<file path="src/hw/sttc_pkg.sv">
package sttc_pkg;

    // ------------------------------------------------------------
    // Register offsets
    // ------------------------------------------------------------
    localparam logic [7:0] ADDR_TICK_COUNTER = 8'h00;
    localparam logic [7:0] ADDR_SUMMARY_STATUS = 8'h01;
    localparam logic [7:0] ADDR_SUPPLY_STATUS = 8'h02;
    localparam logic [7:0] ADDR_MEMORY_TEMP_STATUS = 8'h03;
    localparam logic [7:0] READ_UNMAPPED = 8'h00;

    // ------------------------------------------------------------
    // Summary status fields
    // ------------------------------------------------------------
    localparam int SUM_DSP_ERROR_BIT = 7;
    localparam int SUM_COMMUNICATION_ERROR_BIT = 5;
    localparam int SUM_MEMORY_TEMP_ERROR_BIT = 4;
    localparam int SUM_SUPPLY_ERROR_BIT = 3;
    localparam int SUM_TEST_ACTIVE_BIT = 2;
    localparam int SUM_RESET_OCCURRED_BIT = 1;
    localparam int SUM_INIT_IN_PROGRESS_BIT = 0;

    // ------------------------------------------------------------
    // Supply status fields
    // ------------------------------------------------------------
    localparam int SUP_UNDERVOLTAGE_BIT = 7;
    localparam int SUP_ANALOG_REG_BIT = 3;
    localparam int SUP_DIGITAL_REG_BIT = 2;
    localparam int SUP_NVM_REG_BIT = 1;
    localparam int SUP_CONTINUITY_BIT = 0;

    // ------------------------------------------------------------
    // Memory and temperature status fields
    // ------------------------------------------------------------
    localparam int MT_FACTORY_NVM_BIT = 7;
    localparam int MT_USER_NVM_BIT = 6;
    localparam int MT_USER_REG_CHECK_BIT = 5;
    localparam int MT_USER_PROG_ACTIVE_BIT = 4;
    localparam int MT_TEMPERATURE_BIT = 2;

    // ------------------------------------------------------------
    // Reset values
    // ------------------------------------------------------------
    localparam logic [7:0] TICK_RESET = 8'h00;
    localparam logic [4:0] SUPPLY_RESET = 5'h00;
    localparam logic [3:0] MEMTEMP_RESET = 4'h0;
    localparam logic TEST_ACTIVE_RESET = 1'b0;
    localparam logic RESET_OCCURRED_RESET = 1'b1;
    localparam logic INIT_IN_PROGRESS_RESET = 1'b1;

    // ------------------------------------------------------------
    // Timing
    // ------------------------------------------------------------
    localparam int CLK_PERIOD_NS = 100;
    localparam int TICK_PERIOD_US = 100;
    localparam int PRESCALE_W = 10;
    localparam int TICK_W = 8;
    localparam int PRESCALE_DIV = (TICK_PERIOD_US * 1000) / CLK_PERIOD_NS;
    localparam int SUPPLY_RECOVERY_INTERVAL_US = 1000;
    localparam int SUPPLY_RECOVERY_CYCLES = (SUPPLY_RECOVERY_INTERVAL_US * 1000) / CLK_PERIOD_NS;

endpackage : sttc_pkg

</file>
<file path="src/hw/sttc_recovery_timer.sv">
`timescale 1ns/10ps
module sttc_recovery_timer #(
    parameter int CYCLES = 10000
) (
    input wire logic clk,
    input wire logic rst_n,
    input wire logic soft_rst,
    input wire logic error_present,
    output logic quiet_ff
);

    localparam int W = $clog2(CYCLES + 1);
    localparam logic [W-1:0] LOAD = W'(CYCLES);

    logic [W-1:0] remain_ff;
    logic [W-1:0] nxt_remain;

    // ------------------------------------------------------------
    // Reload while any error, else count down to zero
    // ------------------------------------------------------------
    always_comb begin
        nxt_remain = remain_ff;
        if (soft_rst) begin
            nxt_remain = '0;
        end else if (error_present) begin
            nxt_remain = LOAD;
        end else if (remain_ff != '0) begin
            nxt_remain = remain_ff - 1'b1;
        end
    end

    always_ff @(posedge clk or negedge rst_n) begin
        if (!rst_n) begin
            remain_ff <= '0;
        end else begin
            remain_ff <= nxt_remain;
        end
    end

    always_ff @(posedge clk or negedge rst_n) begin
        if (!rst_n) begin
            quiet_ff <= 1'b1;
        end else begin
            quiet_ff <= (nxt_remain == '0);
        end
    end

endmodule : sttc_recovery_timer

</file>
<file path="src/hw/sttc_status_regs.sv">
// Notes on behaviour
// - Tick counter register is read-only, 8 bits, free-running; writes do nothing.
// - Prescaler divides oscillator by 1000; tick every 100 us, wrap every 25.6 ms.
// - Host cannot load or clear the tick counter.
// - All status registers are read-only and readable through the single host read port.
// - Summary bit 7 is OR of self-test incomplete, common-mode and self-test errors.
// - Summary bit 5 follows the link readback mismatch flag.
// - Summary bit 4 is OR of the five memory and temperature bits.
// - Summary bit 3 is OR of all supply and continuity error bits.
// - Summary bit 2 shows test mode; cleared only by test operation or power cycle.
// - Summary bit 1 set by reset; cleared by summary read or status report.
// - Summary bit 0 set by reset; cleared once sensor data first becomes valid.
// - Supply bit 7 set on supply undervoltage.
// - Supply bit 3 set on analog regulator out of range.
// - Supply bit 2 set on digital regulator out of range.
// - Supply bit 1 set on nonvolatile regulator out of range.
// - Supply bit 0 set on edge seal continuity break; resets to zero.
// - One recovery timer for supply bits, reloaded while any error; disable steers clearing.
// - Memory and temperature error bits clear on their register read or status report.
// - User programming active bit follows an ongoing user nonvolatile write.
`timescale 1ns/10ps
module sttc_status_regs #(
    parameter int SUPPLY_RECOVERY_CYCLES = sttc_pkg::SUPPLY_RECOVERY_CYCLES
) (
    input wire logic clk,
    input wire logic rst_n,
    input wire logic soft_rst,
    input wire logic rd_en,
    input wire logic [7:0] rd_addr,
    input wire logic status_reported,
    input wire logic selftest_incomplete,
    input wire logic common_mode_error,
    input wire logic selftest_error,
    input wire logic communication_error,
    input wire logic factory_nvm_error_evt,
    input wire logic user_nvm_error_evt,
    input wire logic user_reg_check_error_evt,
    input wire logic temperature_error_evt,
    input wire logic user_prog_active,
    input wire logic test_enter,
    input wire logic test_exit,
    input wire logic data_valid,
    input wire logic supply_undervoltage_mon,
    input wire logic analog_regulator_mon,
    input wire logic digital_regulator_mon,
    input wire logic nvm_regulator_mon,
    input wire logic continuity_mon,
    input wire logic supply_report_disable,
    output logic [7:0] rd_data_ff,
    output logic [7:0] summary_status_ff
);

    // ------------------------------------------------------------
    // Declarations
    // ------------------------------------------------------------
    logic [sttc_pkg::TICK_W-1:0] tick_count;
    logic supply_quiet;
    logic [4:0] supply_mon;
    logic [4:0] supply_err_ff;
    logic [4:0] nxt_supply_err;
    logic [3:0] memtemp_evt;
    logic [3:0] memory_temp_error_ff;
    logic [3:0] nxt_memory_temp_error;
    logic user_prog_active_ff;
    logic test_active_ff;
    logic reset_occurred_ff;
    logic init_in_progress_ff;
    logic rd_summary;
    logic rd_memtemp;
    logic any_supply_mon;
    logic dsp_error;
    logic memtemp_error;
    logic supply_error;
    logic [7:0] summary_status;
    logic [7:0] supply_status;
    logic [7:0] memory_temp_status;
    logic [7:0] nxt_rd_data;

    // ------------------------------------------------------------
    // Helpers
    // ------------------------------------------------------------
    function automatic logic [7:0] place_bit(input int pos, input logic val);
        logic [7:0] word;
        word = 8'h00;
        word[pos] = val;
        return word;
    endfunction : place_bit

    function automatic logic is_read(input logic en, input logic [7:0] addr, input logic [7:0] target);
        return en && (addr == target);
    endfunction : is_read

    assign rd_summary = is_read(rd_en, rd_addr, sttc_pkg::ADDR_SUMMARY_STATUS);
    assign rd_memtemp = is_read(rd_en, rd_addr, sttc_pkg::ADDR_MEMORY_TEMP_STATUS);

    // ------------------------------------------------------------
    // Tick counter
    // ------------------------------------------------------------
    // No host write path, so only a reset can load or clear the count
    sttc_tick_counter #(
        .PRESCALE_W(sttc_pkg::PRESCALE_W),
        .TICK_W(sttc_pkg::TICK_W),
        .PRESCALE_DIV(sttc_pkg::PRESCALE_DIV)
    ) u_tick (
        .clk(clk),
        .rst_n(rst_n),
        .soft_rst(soft_rst),
        .count_ff(tick_count)
    );

    // ------------------------------------------------------------
    // Supply status
    // ------------------------------------------------------------
    assign supply_mon = {supply_undervoltage_mon, analog_regulator_mon, digital_regulator_mon,
                         nvm_regulator_mon, continuity_mon};
    assign any_supply_mon = |supply_mon;

    sttc_recovery_timer #(
        .CYCLES(SUPPLY_RECOVERY_CYCLES)
    ) u_recovery (
        .clk(clk),
        .rst_n(rst_n),
        .soft_rst(soft_rst),
        .error_present(any_supply_mon),
        .quiet_ff(supply_quiet)
    );

    // Bits hold until the shared timer has run out; disable clears them and blocks new sets
    always_comb begin
        nxt_supply_err = supply_err_ff;
        if (supply_report_disable) begin
            nxt_supply_err = '0;
        end else begin
            if (supply_quiet) begin
                nxt_supply_err = '0;
            end
            nxt_supply_err = nxt_supply_err | supply_mon;
        end
        if (soft_rst) begin
            nxt_supply_err = sttc_pkg::SUPPLY_RESET;
        end
    end

    always_ff @(posedge clk or negedge rst_n) begin
        if (!rst_n) begin
            supply_err_ff <= sttc_pkg::SUPPLY_RESET;
        end else begin
            supply_err_ff <= nxt_supply_err;
        end
    end

    assign supply_status = place_bit(sttc_pkg::SUP_UNDERVOLTAGE_BIT, supply_err_ff[4])
                         | place_bit(sttc_pkg::SUP_ANALOG_REG_BIT, supply_err_ff[3])
                         | place_bit(sttc_pkg::SUP_DIGITAL_REG_BIT, supply_err_ff[2])
                         | place_bit(sttc_pkg::SUP_NVM_REG_BIT, supply_err_ff[1])
                         | place_bit(sttc_pkg::SUP_CONTINUITY_BIT, supply_err_ff[0]);

    // ------------------------------------------------------------
    // Memory and temperature status
    // ------------------------------------------------------------
    assign memtemp_evt = {factory_nvm_error_evt, user_nvm_error_evt, user_reg_check_error_evt,
                          temperature_error_evt};

    // Sticky; a new event wins over a clear in the same cycle
    always_comb begin
        nxt_memory_temp_error = memory_temp_error_ff;
        if (rd_memtemp || status_reported) begin
            nxt_memory_temp_error = '0;
        end
        nxt_memory_temp_error = nxt_memory_temp_error | memtemp_evt;
        if (soft_rst) begin
            nxt_memory_temp_error = sttc_pkg::MEMTEMP_RESET;
        end
    end

    always_ff @(posedge clk or negedge rst_n) begin
        if (!rst_n) begin
            memory_temp_error_ff <= sttc_pkg::MEMTEMP_RESET;
        end else begin
            memory_temp_error_ff <= nxt_memory_temp_error;
        end
    end

    always_ff @(posedge clk or negedge rst_n) begin
        if (!rst_n) begin
            user_prog_active_ff <= 1'b0;
        end else begin
            user_prog_active_ff <= user_prog_active && !soft_rst;
        end
    end

    assign memory_temp_status = place_bit(sttc_pkg::MT_FACTORY_NVM_BIT, memory_temp_error_ff[3])
                              | place_bit(sttc_pkg::MT_USER_NVM_BIT, memory_temp_error_ff[2])
                              | place_bit(sttc_pkg::MT_USER_REG_CHECK_BIT, memory_temp_error_ff[1])
                              | place_bit(sttc_pkg::MT_USER_PROG_ACTIVE_BIT, user_prog_active_ff)
                              | place_bit(sttc_pkg::MT_TEMPERATURE_BIT, memory_temp_error_ff[0]);

    // ------------------------------------------------------------
    // Test mode flag, survives soft reset
    // ------------------------------------------------------------
    always_ff @(posedge clk or negedge rst_n) begin
        if (!rst_n) begin
            test_active_ff <= sttc_pkg::TEST_ACTIVE_RESET;
        end else if (test_enter) begin
            test_active_ff <= 1'b1;
        end else if (test_exit) begin
            test_active_ff <= 1'b0;
        end
    end

    // ------------------------------------------------------------
    // Reset occurred flag
    // ------------------------------------------------------------
    // Soft reset wins over a read clear in the same cycle
    always_ff @(posedge clk or negedge rst_n) begin
        if (!rst_n) begin
            reset_occurred_ff <= sttc_pkg::RESET_OCCURRED_RESET;
        end else if (soft_rst) begin
            reset_occurred_ff <= 1'b1;
        end else if (rd_summary || status_reported) begin
            reset_occurred_ff <= 1'b0;
        end
    end

    // ------------------------------------------------------------
    // Initialisation flag
    // ------------------------------------------------------------
    always_ff @(posedge clk or negedge rst_n) begin
        if (!rst_n) begin
            init_in_progress_ff <= sttc_pkg::INIT_IN_PROGRESS_RESET;
        end else if (soft_rst) begin
            init_in_progress_ff <= 1'b1;
        end else if (data_valid) begin
            init_in_progress_ff <= 1'b0;
        end
    end

    // ------------------------------------------------------------
    // Aggregate error flags
    // ------------------------------------------------------------
    // Live ORs with no latch, so each clears with its last source
    assign dsp_error = selftest_incomplete | common_mode_error | selftest_error;
    assign memtemp_error = |memory_temp_status;
    assign supply_error = |supply_status;

    // ------------------------------------------------------------
    // Summary status, aggregates from current bits
    // ------------------------------------------------------------
    assign summary_status =
        place_bit(sttc_pkg::SUM_DSP_ERROR_BIT, dsp_error)
      | place_bit(sttc_pkg::SUM_COMMUNICATION_ERROR_BIT, communication_error)
      | place_bit(sttc_pkg::SUM_MEMORY_TEMP_ERROR_BIT, memtemp_error)
      | place_bit(sttc_pkg::SUM_SUPPLY_ERROR_BIT, supply_error)
      | place_bit(sttc_pkg::SUM_TEST_ACTIVE_BIT, test_active_ff)
      | place_bit(sttc_pkg::SUM_RESET_OCCURRED_BIT, reset_occurred_ff)
      | place_bit(sttc_pkg::SUM_INIT_IN_PROGRESS_BIT, init_in_progress_ff);

    always_ff @(posedge clk or negedge rst_n) begin
        if (!rst_n) begin
            summary_status_ff <= 8'h00;
        end else begin
            summary_status_ff <= summary_status;
        end
    end

    // ------------------------------------------------------------
    // Read port, values captured before any read clear
    // ------------------------------------------------------------
    always_comb begin
        nxt_rd_data = rd_data_ff;
        if (rd_en) begin
            case (rd_addr)
                sttc_pkg::ADDR_TICK_COUNTER: begin
                    nxt_rd_data = tick_count;
                end
                sttc_pkg::ADDR_SUMMARY_STATUS: begin
                    nxt_rd_data = summary_status;
                end
                sttc_pkg::ADDR_SUPPLY_STATUS: begin
                    nxt_rd_data = supply_status;
                end
                sttc_pkg::ADDR_MEMORY_TEMP_STATUS: begin
                    nxt_rd_data = memory_temp_status;
                end
                default: begin
                    nxt_rd_data = sttc_pkg::READ_UNMAPPED;
                end
            endcase
        end
    end

    always_ff @(posedge clk or negedge rst_n) begin
        if (!rst_n) begin
            rd_data_ff <= 8'h00;
        end else begin
            rd_data_ff <= nxt_rd_data;
        end
    end

endmodule : sttc_status_regs

</file>
<file path="src/hw/sttc_tick_counter.sv">
`timescale 1ns/10ps
module sttc_tick_counter #(
    parameter int PRESCALE_W = 10,
    parameter int TICK_W = 8,
    parameter int PRESCALE_DIV = 1000
) (
    input wire logic clk,
    input wire logic rst_n,
    input wire logic soft_rst,
    output logic [TICK_W-1:0] count_ff
);

    localparam logic [PRESCALE_W-1:0] PRE_LAST = PRESCALE_W'(PRESCALE_DIV - 1);

    logic [PRESCALE_W-1:0] prescale_ff;
    logic wrap;

    assign wrap = (prescale_ff == PRE_LAST);

    // ------------------------------------------------------------
    // Prescaler
    // ------------------------------------------------------------
    always_ff @(posedge clk or negedge rst_n) begin
        if (!rst_n) begin
            prescale_ff <= '0;
        end else if (soft_rst || wrap) begin
            prescale_ff <= '0;
        end else begin
            prescale_ff <= prescale_ff + 1'b1;
        end
    end

    // ------------------------------------------------------------
    // Free-running count, wraps at all ones
    // ------------------------------------------------------------
    always_ff @(posedge clk or negedge rst_n) begin
        if (!rst_n) begin
            count_ff <= '0;
        end else if (soft_rst) begin
            count_ff <= '0;
        end else if (wrap) begin
            count_ff <= count_ff + 1'b1;
        end
    end

endmodule : sttc_tick_counter

</file>
<file path="config.mk">
export PLATFORM = sky130hd
export DESIGN_NAME = sttc_status_regs
export DESIGN_NICKNAME = d
export VERILOG_FILES = /design/src/hw/sttc_pkg.sv /design/src/hw/sttc_recovery_timer.sv /design/src/hw/sttc_status_regs.sv /design/src/hw/sttc_tick_counter.sv
export SDC_FILE = /design/constraint.sdc
export NUM_CORES = 1
export LEC_CHECK = 0
export ABC_AREA = 1
export BUFFER_PORTS_ARGS = -buffer_cell sky130_fd_sc_hd__buf_4
export CAP_MARGIN = 25
export CORE_MARGIN = 2
export CORE_UTILIZATION = 56
export DETAILED_ROUTE_END_ITERATION = 12
export PLACE_DENSITY = 0.79
export SETUP_SLACK_MARGIN = 0.5
export SLEW_MARGIN = 10
export SYNTH_ARGS = -nofsm -noshare
export SYNTH_HDL_FRONTEND = slang
export SYNTH_SLANG_ARGS = --single-unit
</file>
<file path="constraint.sdc">
create_clock -name clk -period 2.16 [get_ports clk]
set_input_delay 0.216 -clock clk [delete_from_list [all_inputs] [get_ports clk]]
set_output_delay 0.216 -clock clk [all_outputs]
set_load 0.01 [all_outputs]
</file>
==> results of run 1 <==
-- where the power goes --
part	internal [mW]	switching, mW
Sequential	1.18	0.0290
Combinational	0.112	0.151
Clock	0.538	0.462
Total	1.83	0.642
-- area by class of cell --
cell class                      count  area share (%)
Inverter                           61           5.969
Multi-Input combinational cell    259           35.16
Timing Repair Buffer               58           11.48
Clock inverter                      7           1.957
Sequential cell                    61           39.92
Tap cell                           70           2.283
Clock buffer                        9           3.229
-- critical path, stage by stage, from the launching register on --
cell and delay, ns:
dfrtp_1 0.44, nor2_4 0.16, nand3_2 0.10, nor2_4 0.23
nand2_8 0.09, nand2_1 0.08, nand2_1 0.05, nand2_1 0.08
nand2_1 0.05, nor2_1 0.10, nand2_1 0.07, nor2_2 0.10
-- metrics by stage --
step                      setup WS, ns  power (mW)  std cells  utilization [%]  hold WS (ns)
after floorplan                 0.5342       1.353        386                -      -0.07959
after global placement          0.4987       1.461        496            66.74        0.3288
after detailed placement        0.4451       1.470        496            66.74        0.3306
after CTS                       0.4573       2.481        514            71.07       0.02756
after global routing            0.4070       2.592        525            74.17       0.02053
final                           0.5366       2.476        525            74.17       0.03808
-- layer usage --
| layer | vias to the layer above | global-route usage [%] | part of all wire [%] |
|---|---|---|---|
| met5 | - | 0 | 0 |
| met4 | 0 | 9.821 | 1.6 |
| met3 | 10 | 5.814 | 4.6 |
| met2 | 73 | 36.29 | 50 |
| met1 | 1267 | 30.37 | 44 |
| li1 | 1352 | - | - |
-- registers in the layout, indices dropped and copies added (netlist names) --
name                  cells
u_recovery.remain_ff     14
u_tick.prescale_ff       10
rd_data_ff                8
u_tick.count_ff           8
summary_status_ff         7
supply_err_ff             5
memory_temp_error_ff      4
init_in_progress_ff       1
reset_occurred_ff         1
test_active_ff            1
u_recovery.quiet_ff       1
user_prog_active_ff       1
-- cells by family (layout without fill, tap and decap cells) --
| family | count (synthesis) | after routing | share of synthesized area, % |
|---|---|---|---|
| AO/OA/AOI/OAI | 46 | 46 | 8.071 |
| XOR/XNOR | 8 | 8 | 2.294 |
| adder cells (fa/ha/maj) | 3 | 3 | 1.229 |
| buffers and inverters | 67 | 135 | 8.644 |
| flip-flops | 61 | 61 | 50.10 |
| other | 1 | 1 | 0.1228 |
| AND/OR/NAND/NOR | 200 | 201 | 29.54 |
-- cell usage in the layout, fill, tap and decap left out, drive strengths merged, types with 5 or more instances in the layout --
cell / instances
nand3: 29
o21ai: 20
dfrtp: 58
nor2: 51
buf: 56
a21oi: 19
nor3: 13
clkbuf: 9
nand4: 5
clkinv: 5
inv: 62
nand2: 94
xor2: 5
-- synth_stat cells (all sizes together) --
cell type | number | area, um2
a22o | 1 | 8.760
nor3 | 13 | 65.06
dfrtp | 58 | 1451
clkbuf | 3 | 11.26
buf | 3 | 23.77
xnor2 | 3 | 26.28
nand2 | 93 | 366.6
inv | 61 | 229.0
nand3 | 29 | 145.1
nand3b | 1 | 7.510
ha | 3 | 37.54
nor3b | 3 | 22.52
xor2 | 5 | 43.79
nand4 | 5 | 31.28
conb | 1 | 3.750
a21oi | 19 | 95.09
nor2 | 51 | 232.7
o21ai | 20 | 100.1
o21bai | 1 | 7.510
dfstp | 3 | 78.83
o22ai | 3 | 18.77
o21a | 1 | 7.510
o2bb2ai | 1 | 8.760
nor4 | 2 | 12.51
or2 | 3 | 18.77
-- what timing repair did --
item	CTS	global route
pin swaps	0	15
buffers inserted	0	10
gates cloned	0	1
resized for setup	2	20
endpoints found under the hold margin	59	0
hold buffers	2	0
endpoints found under the setup margin	8	10
-- worst paths after layout --
path,from,endpoint,slack (ns),cells past startpoint
hold / removal,data_valid,init_in_progress_ff$_DFFE_PN1P_,0.04,2
setup reg to reg,u_recovery.remain_ff[10]$_DFF_PN0_,u_recovery.quiet_ff$_DFF_PN1_,0.54,11
max in group asynchronous,rst_n,u_recovery.remain_ff[3]$_DFF_PN0_,1.16,2
min in group asynchronous,rst_n,u_tick.prescale_ff[5]$_DFF_PN0_,0.49,2
hold reg to reg,test_active_ff$_DFFE_PN0P_,summary_status_ff[2]$_DFF_PN0_,0.38,0
setup / recovery,u_recovery.remain_ff[10]$_DFF_PN0_,u_recovery.quiet_ff$_DFF_PN1_,0.54,11
==> impl_metrics.py, run 1 <==
metrics = {
    "outcome": {
        "outcome": "completed",
    },
    "final_layout": {
        "area_growth_pct": 25.60,
        "seqCellArea_mm2": 0.001531,
        "layout-drive-gt1-share_pct": 22.86,
        "fill_cells": 377,
        "fin_nets": 484,
        "design_area_mm2": 0.003836,
        "antennaDiodeCount": 0,
        "multi_input_area_mm2": 0.001349,
    },
    "routing": {
        "viasPerCell": 5.147,
        "wl_mm": 6.852,
        "postRouteAntennaNets": 0,
        "wl_per_cell_um": 13.05,
        "vias": 2702,
        "drcViolationCount": 0,
        "dr.pass1.iters": 4,
        "initialDrtViolationCount": 199,
    },
    "die": {
        "dieArea_mm2": 0.006061,
        "die_w_um": 77.85,
        "fp.dieH_um": 77.85,
        "top_level_ports": 47,
        "initial_core_util_pct": 59.05,
        "fp-row-count": 26,
        "core-area_mm2": 0.005172,
    },
    "logic_synthesis": {
        "syn_area_per_cell_um2": 7.912,
        "synth_cell_type_count": 33,
        "syn_nets": 420,
        "synthCells": 386,
        "netlist_area_mm2": 0.003054,
        "synth-seq-cells": 61,
        "yosysSeqAreaShare_pct": 50.10,
        "synth_warnings": 0,
    },
    "place": {
        "port_buffers": 45,
        "place_hpwl_mm": 4.845,
        "placedInstanceArea_mm2": 0.003452,
        "globalplace.congestion": 0.8903,
    },
    "global_routing": {
        "grt-ovfl-total": 0,
        "grt_pass1_wl_mm": 11.04,
        "antenna_found_initial": 0,
        "grt_use_total_pct": 23.08,
        "grt_pass1_vias": 2452,
        "grt_max_degree": 62,
    },
    "cts": {
        "cts-root-buf": "clkbuf_8",
        "numCtsBuffers": 9,
        "cts_tree": "built",
        "clk_pin_slew_ns": 0.07,
        "clock_path_buffers": 2,
        "htreeDepth": 3,
        "clock_latency_ns": 0.34,
        "cts_sinks": 61,
    },
    "timing": {
        "hold_violations": 0,
        "max_freq_mhz": 616.0,
        "period_share_pct": 75.16,
        "rsz0062_at_grt": "yes",
        "worst_pin_slew_ns": 0.7284,
        "slew_headroom_pct": 51.44,
        "setup_viol": 0,
        "drv_slew": 0,
        "fin_crit_ns": 1.623,
        "setup-tns-final_ns": 0,
        "fin_skew_ns": 0.01246,
    },
    "setup_path": {
        "critical_path.max_fanout": 7,
        "end_kind": "register",
        "critPathArrivalTime_ns": 1.90,
        "cp.required_ns": 2.43,
        "startpoint_type": "register",
        "crit_type": "register to register",
    },
    "min_path": {
        "hold_class": "input port to register",
    },
    "pwr": {
        "p_leak_nw": 1.989,
        "powerDensity_mw_per_mm2": 645.3,
        "ir_drop_mv": 0.5260,
    },
    "job": {
        "drv_cap": 0,
    },
}
Note: power is estimated with default switching activity, not from simulation.
==> inputs of run 2 (changes only) <==
--- a/config.mk
+++ b/config.mk
@@ -9,9 +9,9 @@
 export BUFFER_PORTS_ARGS = -buffer_cell sky130_fd_sc_hd__buf_4
 export CAP_MARGIN = 25
 export CORE_MARGIN = 2
-export CORE_UTILIZATION = 56
+export CORE_UTILIZATION = 51
 export DETAILED_ROUTE_END_ITERATION = 12
-export PLACE_DENSITY = 0.79
+export PLACE_DENSITY = 0.76
 export SETUP_SLACK_MARGIN = 0.5
 export SLEW_MARGIN = 10
 export SYNTH_ARGS = -nofsm -noshare
==> constraint.sdc (replaced) <==
create_clock -name clk -period 1.35 [get_ports clk]
set_input_delay 0.135 -clock clk [delete_from_list [all_inputs] [get_ports clk]]
set_output_delay 0.135 -clock clk [all_outputs]
set_load 0.01 [all_outputs]
==> run 2 against run 1 <==
  * The flow now finishes with violations (hold timing, setup timing)
  * Non-clock buffer count increased by 96
  * Via count increased by 52%
  * Hold slack got worse by 0.35 ns
  * Final cell count increased by 19%
  * Combinational power increased to 2.9 times the previous value
  * Critical path depth decreased by 2
  * Critical path type unchanged
  * Largest cell class is now multi-input gates
  * Largest power group unchanged
==> impl_metrics.py, run 2 (synthesis results as in run 1) <==
metrics = {
    "die": {
        "die_w_um": 81.39,
        "fp.dieH_um": 81.39,
        "fp-row-count": 28,
        "top_level_ports": 47,
        "core-area_mm2": 0.005851,
        "initial_core_util_pct": 52.20,
        "dieArea_mm2": 0.006624,
    },
    "final_layout": {
        "design_area_mm2": 0.005250,
        "antennaDiodeCount": 0,
        "largest_reg_flops": 14,
        "area_growth_pct": 71.90,
        "stdcell_count": 626,
        "top_register": "u_recovery.remain_ff",
        "layout-drive-gt1-share_pct": 54.63,
        "final_cell_mix": "111 x buf_4, 64 x nand2_1, 56 x dfrtp_1",
        "reg_top3": "u_recovery.remain_ff x14, u_tick.prescale_ff x10",
        "utilization_pct": 89.73,
        "mostFrequentLayoutCell": "buf_4",
        "fin_nets": 580,
    },
    "timing": {
        "post-route-worst-setup-slack_ns": -0.7433,
        "drv_slew": 0,
        "fin_crit_ns": 2.093,
        "hold_ws_ns": -0.3092,
        "hold_violations": 26,
        "max_freq_mhz": 477.7,
        "worst_pin_slew_ns": 0.6074,
        "rsz0062_at_grt": "yes",
        "setup_viol": 33,
        "slew_headroom_pct": 59.20,
        "period_share_pct": 155.1,
        "fin_skew_ns": 0.01396,
        "setup-tns-final_ns": -9.137,
    },
    "cts": {
        "cts_sinks": 61,
        "holdBufCountCts": 4,
        "htreeDepth": 3,
        "clock_latency_ns": 0.36,
        "cts-root-buf": "clkbuf_8",
        "cts_tree": "built",
        "numCtsBuffers": 9,
        "clock_path_buffers": 2,
        "clk_pin_slew_ns": 0.08,
    },
    "setup_path": {
        "r2r_slack_ns": -0.74,
        "r2r-start": "u_recovery.remain_ff[6]$_DFF_PN0_",
        "critical_path.max_fanout": 7,
        "startpoint_type": "register",
        "r2r-end": "u_recovery.quiet_ff$_DFF_PN1_",
        "critPathArrivalTime_ns": 2.38,
        "cp.required_ns": 1.64,
        "end_kind": "register",
        "reg2reg_depth": 9,
        "crit_type": "register to register",
    },
    "place": {
        "placedInstanceArea_mm2": 0.004055,
        "globalplace.congestion": 0.8996,
        "place_hpwl_mm": 5.628,
        "port_buffers": 45,
        "dpl.cell_count": 557,
        "dp_slack_ns": -0.2621,
    },
    "routing": {
        "initialDrtViolationCount": 616,
        "viasPerCell": 6.573,
        "postRouteAntennaNets": 0,
        "dr.pass1.iters": 6,
        "wl_per_cell_um": 26.38,
        "drcViolationCount": 0,
        "wl_mm": 16.51,
        "vias": 4115,
    },
    "job": {
        "drv_cap": 0,
    },
    "pwr": {
        "ir_drop_mv": 0.7209,
        "powerDensity_mw_per_mm2": 858.7,
        "p_leak_nw": 2.606,
        "finalPower_mw": 4.508,
    },
    "min_path": {
        "hold_class": "input port to asynchronous set/reset pin",
    },
    "global_routing": {
        "grt-ovfl-total": 0,
        "grt_use_total_pct": 36.77,
        "antenna_found_initial": 0,
        "grt_max_degree": 36,
        "grt_pass1_wl_mm": 17.93,
        "grt_pass1_vias": 3757,
    },
    "outcome": {
        "outcome": "finished with violations",
        "violations": "hold timing, setup timing",
    },
}
==> run 2: cell types whose count changed in the layout (fill, tap and decap cells not counted), moves of 12 or more <==
cell and delta:
nor2_1 -12, inv_1 -17, o21ai_0 -18, nand2_2 +19, buf_6 +38, nand3_2 +12, buf_4 +55, nand2_1 -23
inv_2 +13, nand3_1 -15
==> run 2: area by class of cell <==
class,instances,area (um2)
well taps,75,93.84
inverters,61,241.5
repair buffers,154,1321
clock buffers,13,158.9
multi-input cells,259,1858
fillers,200,600.6
clock inverters,3,43.79
flip-flops and latches,61,1533
==> run 2: per-layer routing <==
layer | vias to the layer above | global-route usage, % | share of wire [%]
met4 | 0 | 28.64 | 10
met1 | 1898 | 41.18 | 32
li1 | 1543 | - | -
met3 | 179 | 8.778 | 14
met2 | 495 | 60.00 | 44
met5 | - | 0 | 0
==> run 2: how the worst max path moves through the flow <==
stage	start	end	slack [ns]	depth (start not counted)
after floorplan	u_recovery.remain_ff[5]$_DFF_PN0_	u_recovery.quiet_ff$_DFF_PN1_	-0.11	12
after CTS	u_recovery.remain_ff[2]$_DFF_PN0_	u_recovery.quiet_ff$_DFF_PN1_	-0.24	12
final	u_recovery.remain_ff[6]$_DFF_PN0_	u_recovery.quiet_ff$_DFF_PN1_	-0.74	9
after global routing	u_recovery.remain_ff[0]$_DFF_PN0_	u_recovery.quiet_ff$_DFF_PN1_	-0.90	10
after detailed placement	u_recovery.remain_ff[2]$_DFF_PN0_	u_recovery.quiet_ff$_DFF_PN1_	-0.26	12
after global placement	u_recovery.remain_ff[5]$_DFF_PN0_	u_recovery.quiet_ff$_DFF_PN1_	-0.18	11
==> run 2: where the power goes <==
| group | internal (mW) | switching (mW) |
|---|---|---|
| Sequential | 1.89 | 0.0702 |
| Clock | 0.957 | 0.834 |
| Combinational | 0.328 | 0.424 |
| Total | 3.18 | 1.33 |
==> run 2: timing repair <==
item / 4_1_cts / 5_1_grt
pin swaps: 33 / 32
buffers inserted: 26 / 22
setup endpoints to repair: 68 / 69
resized for setup: 92 / 69
gates cloned: 0 / 1
hold endpoints to repair: 28 / 25
==> run 2: critical path, stage by stage (launching register included) <==
cell and delay [ns]:
dfrtp_1 0.42, nor2_1 0.24, nand2_2 0.18, nor2_8 0.21
nand2_8 0.10, nand4_1 0.18, nand2_1 0.19, nor2_1 0.24
nand2_1 0.14, nor2_2 0.12
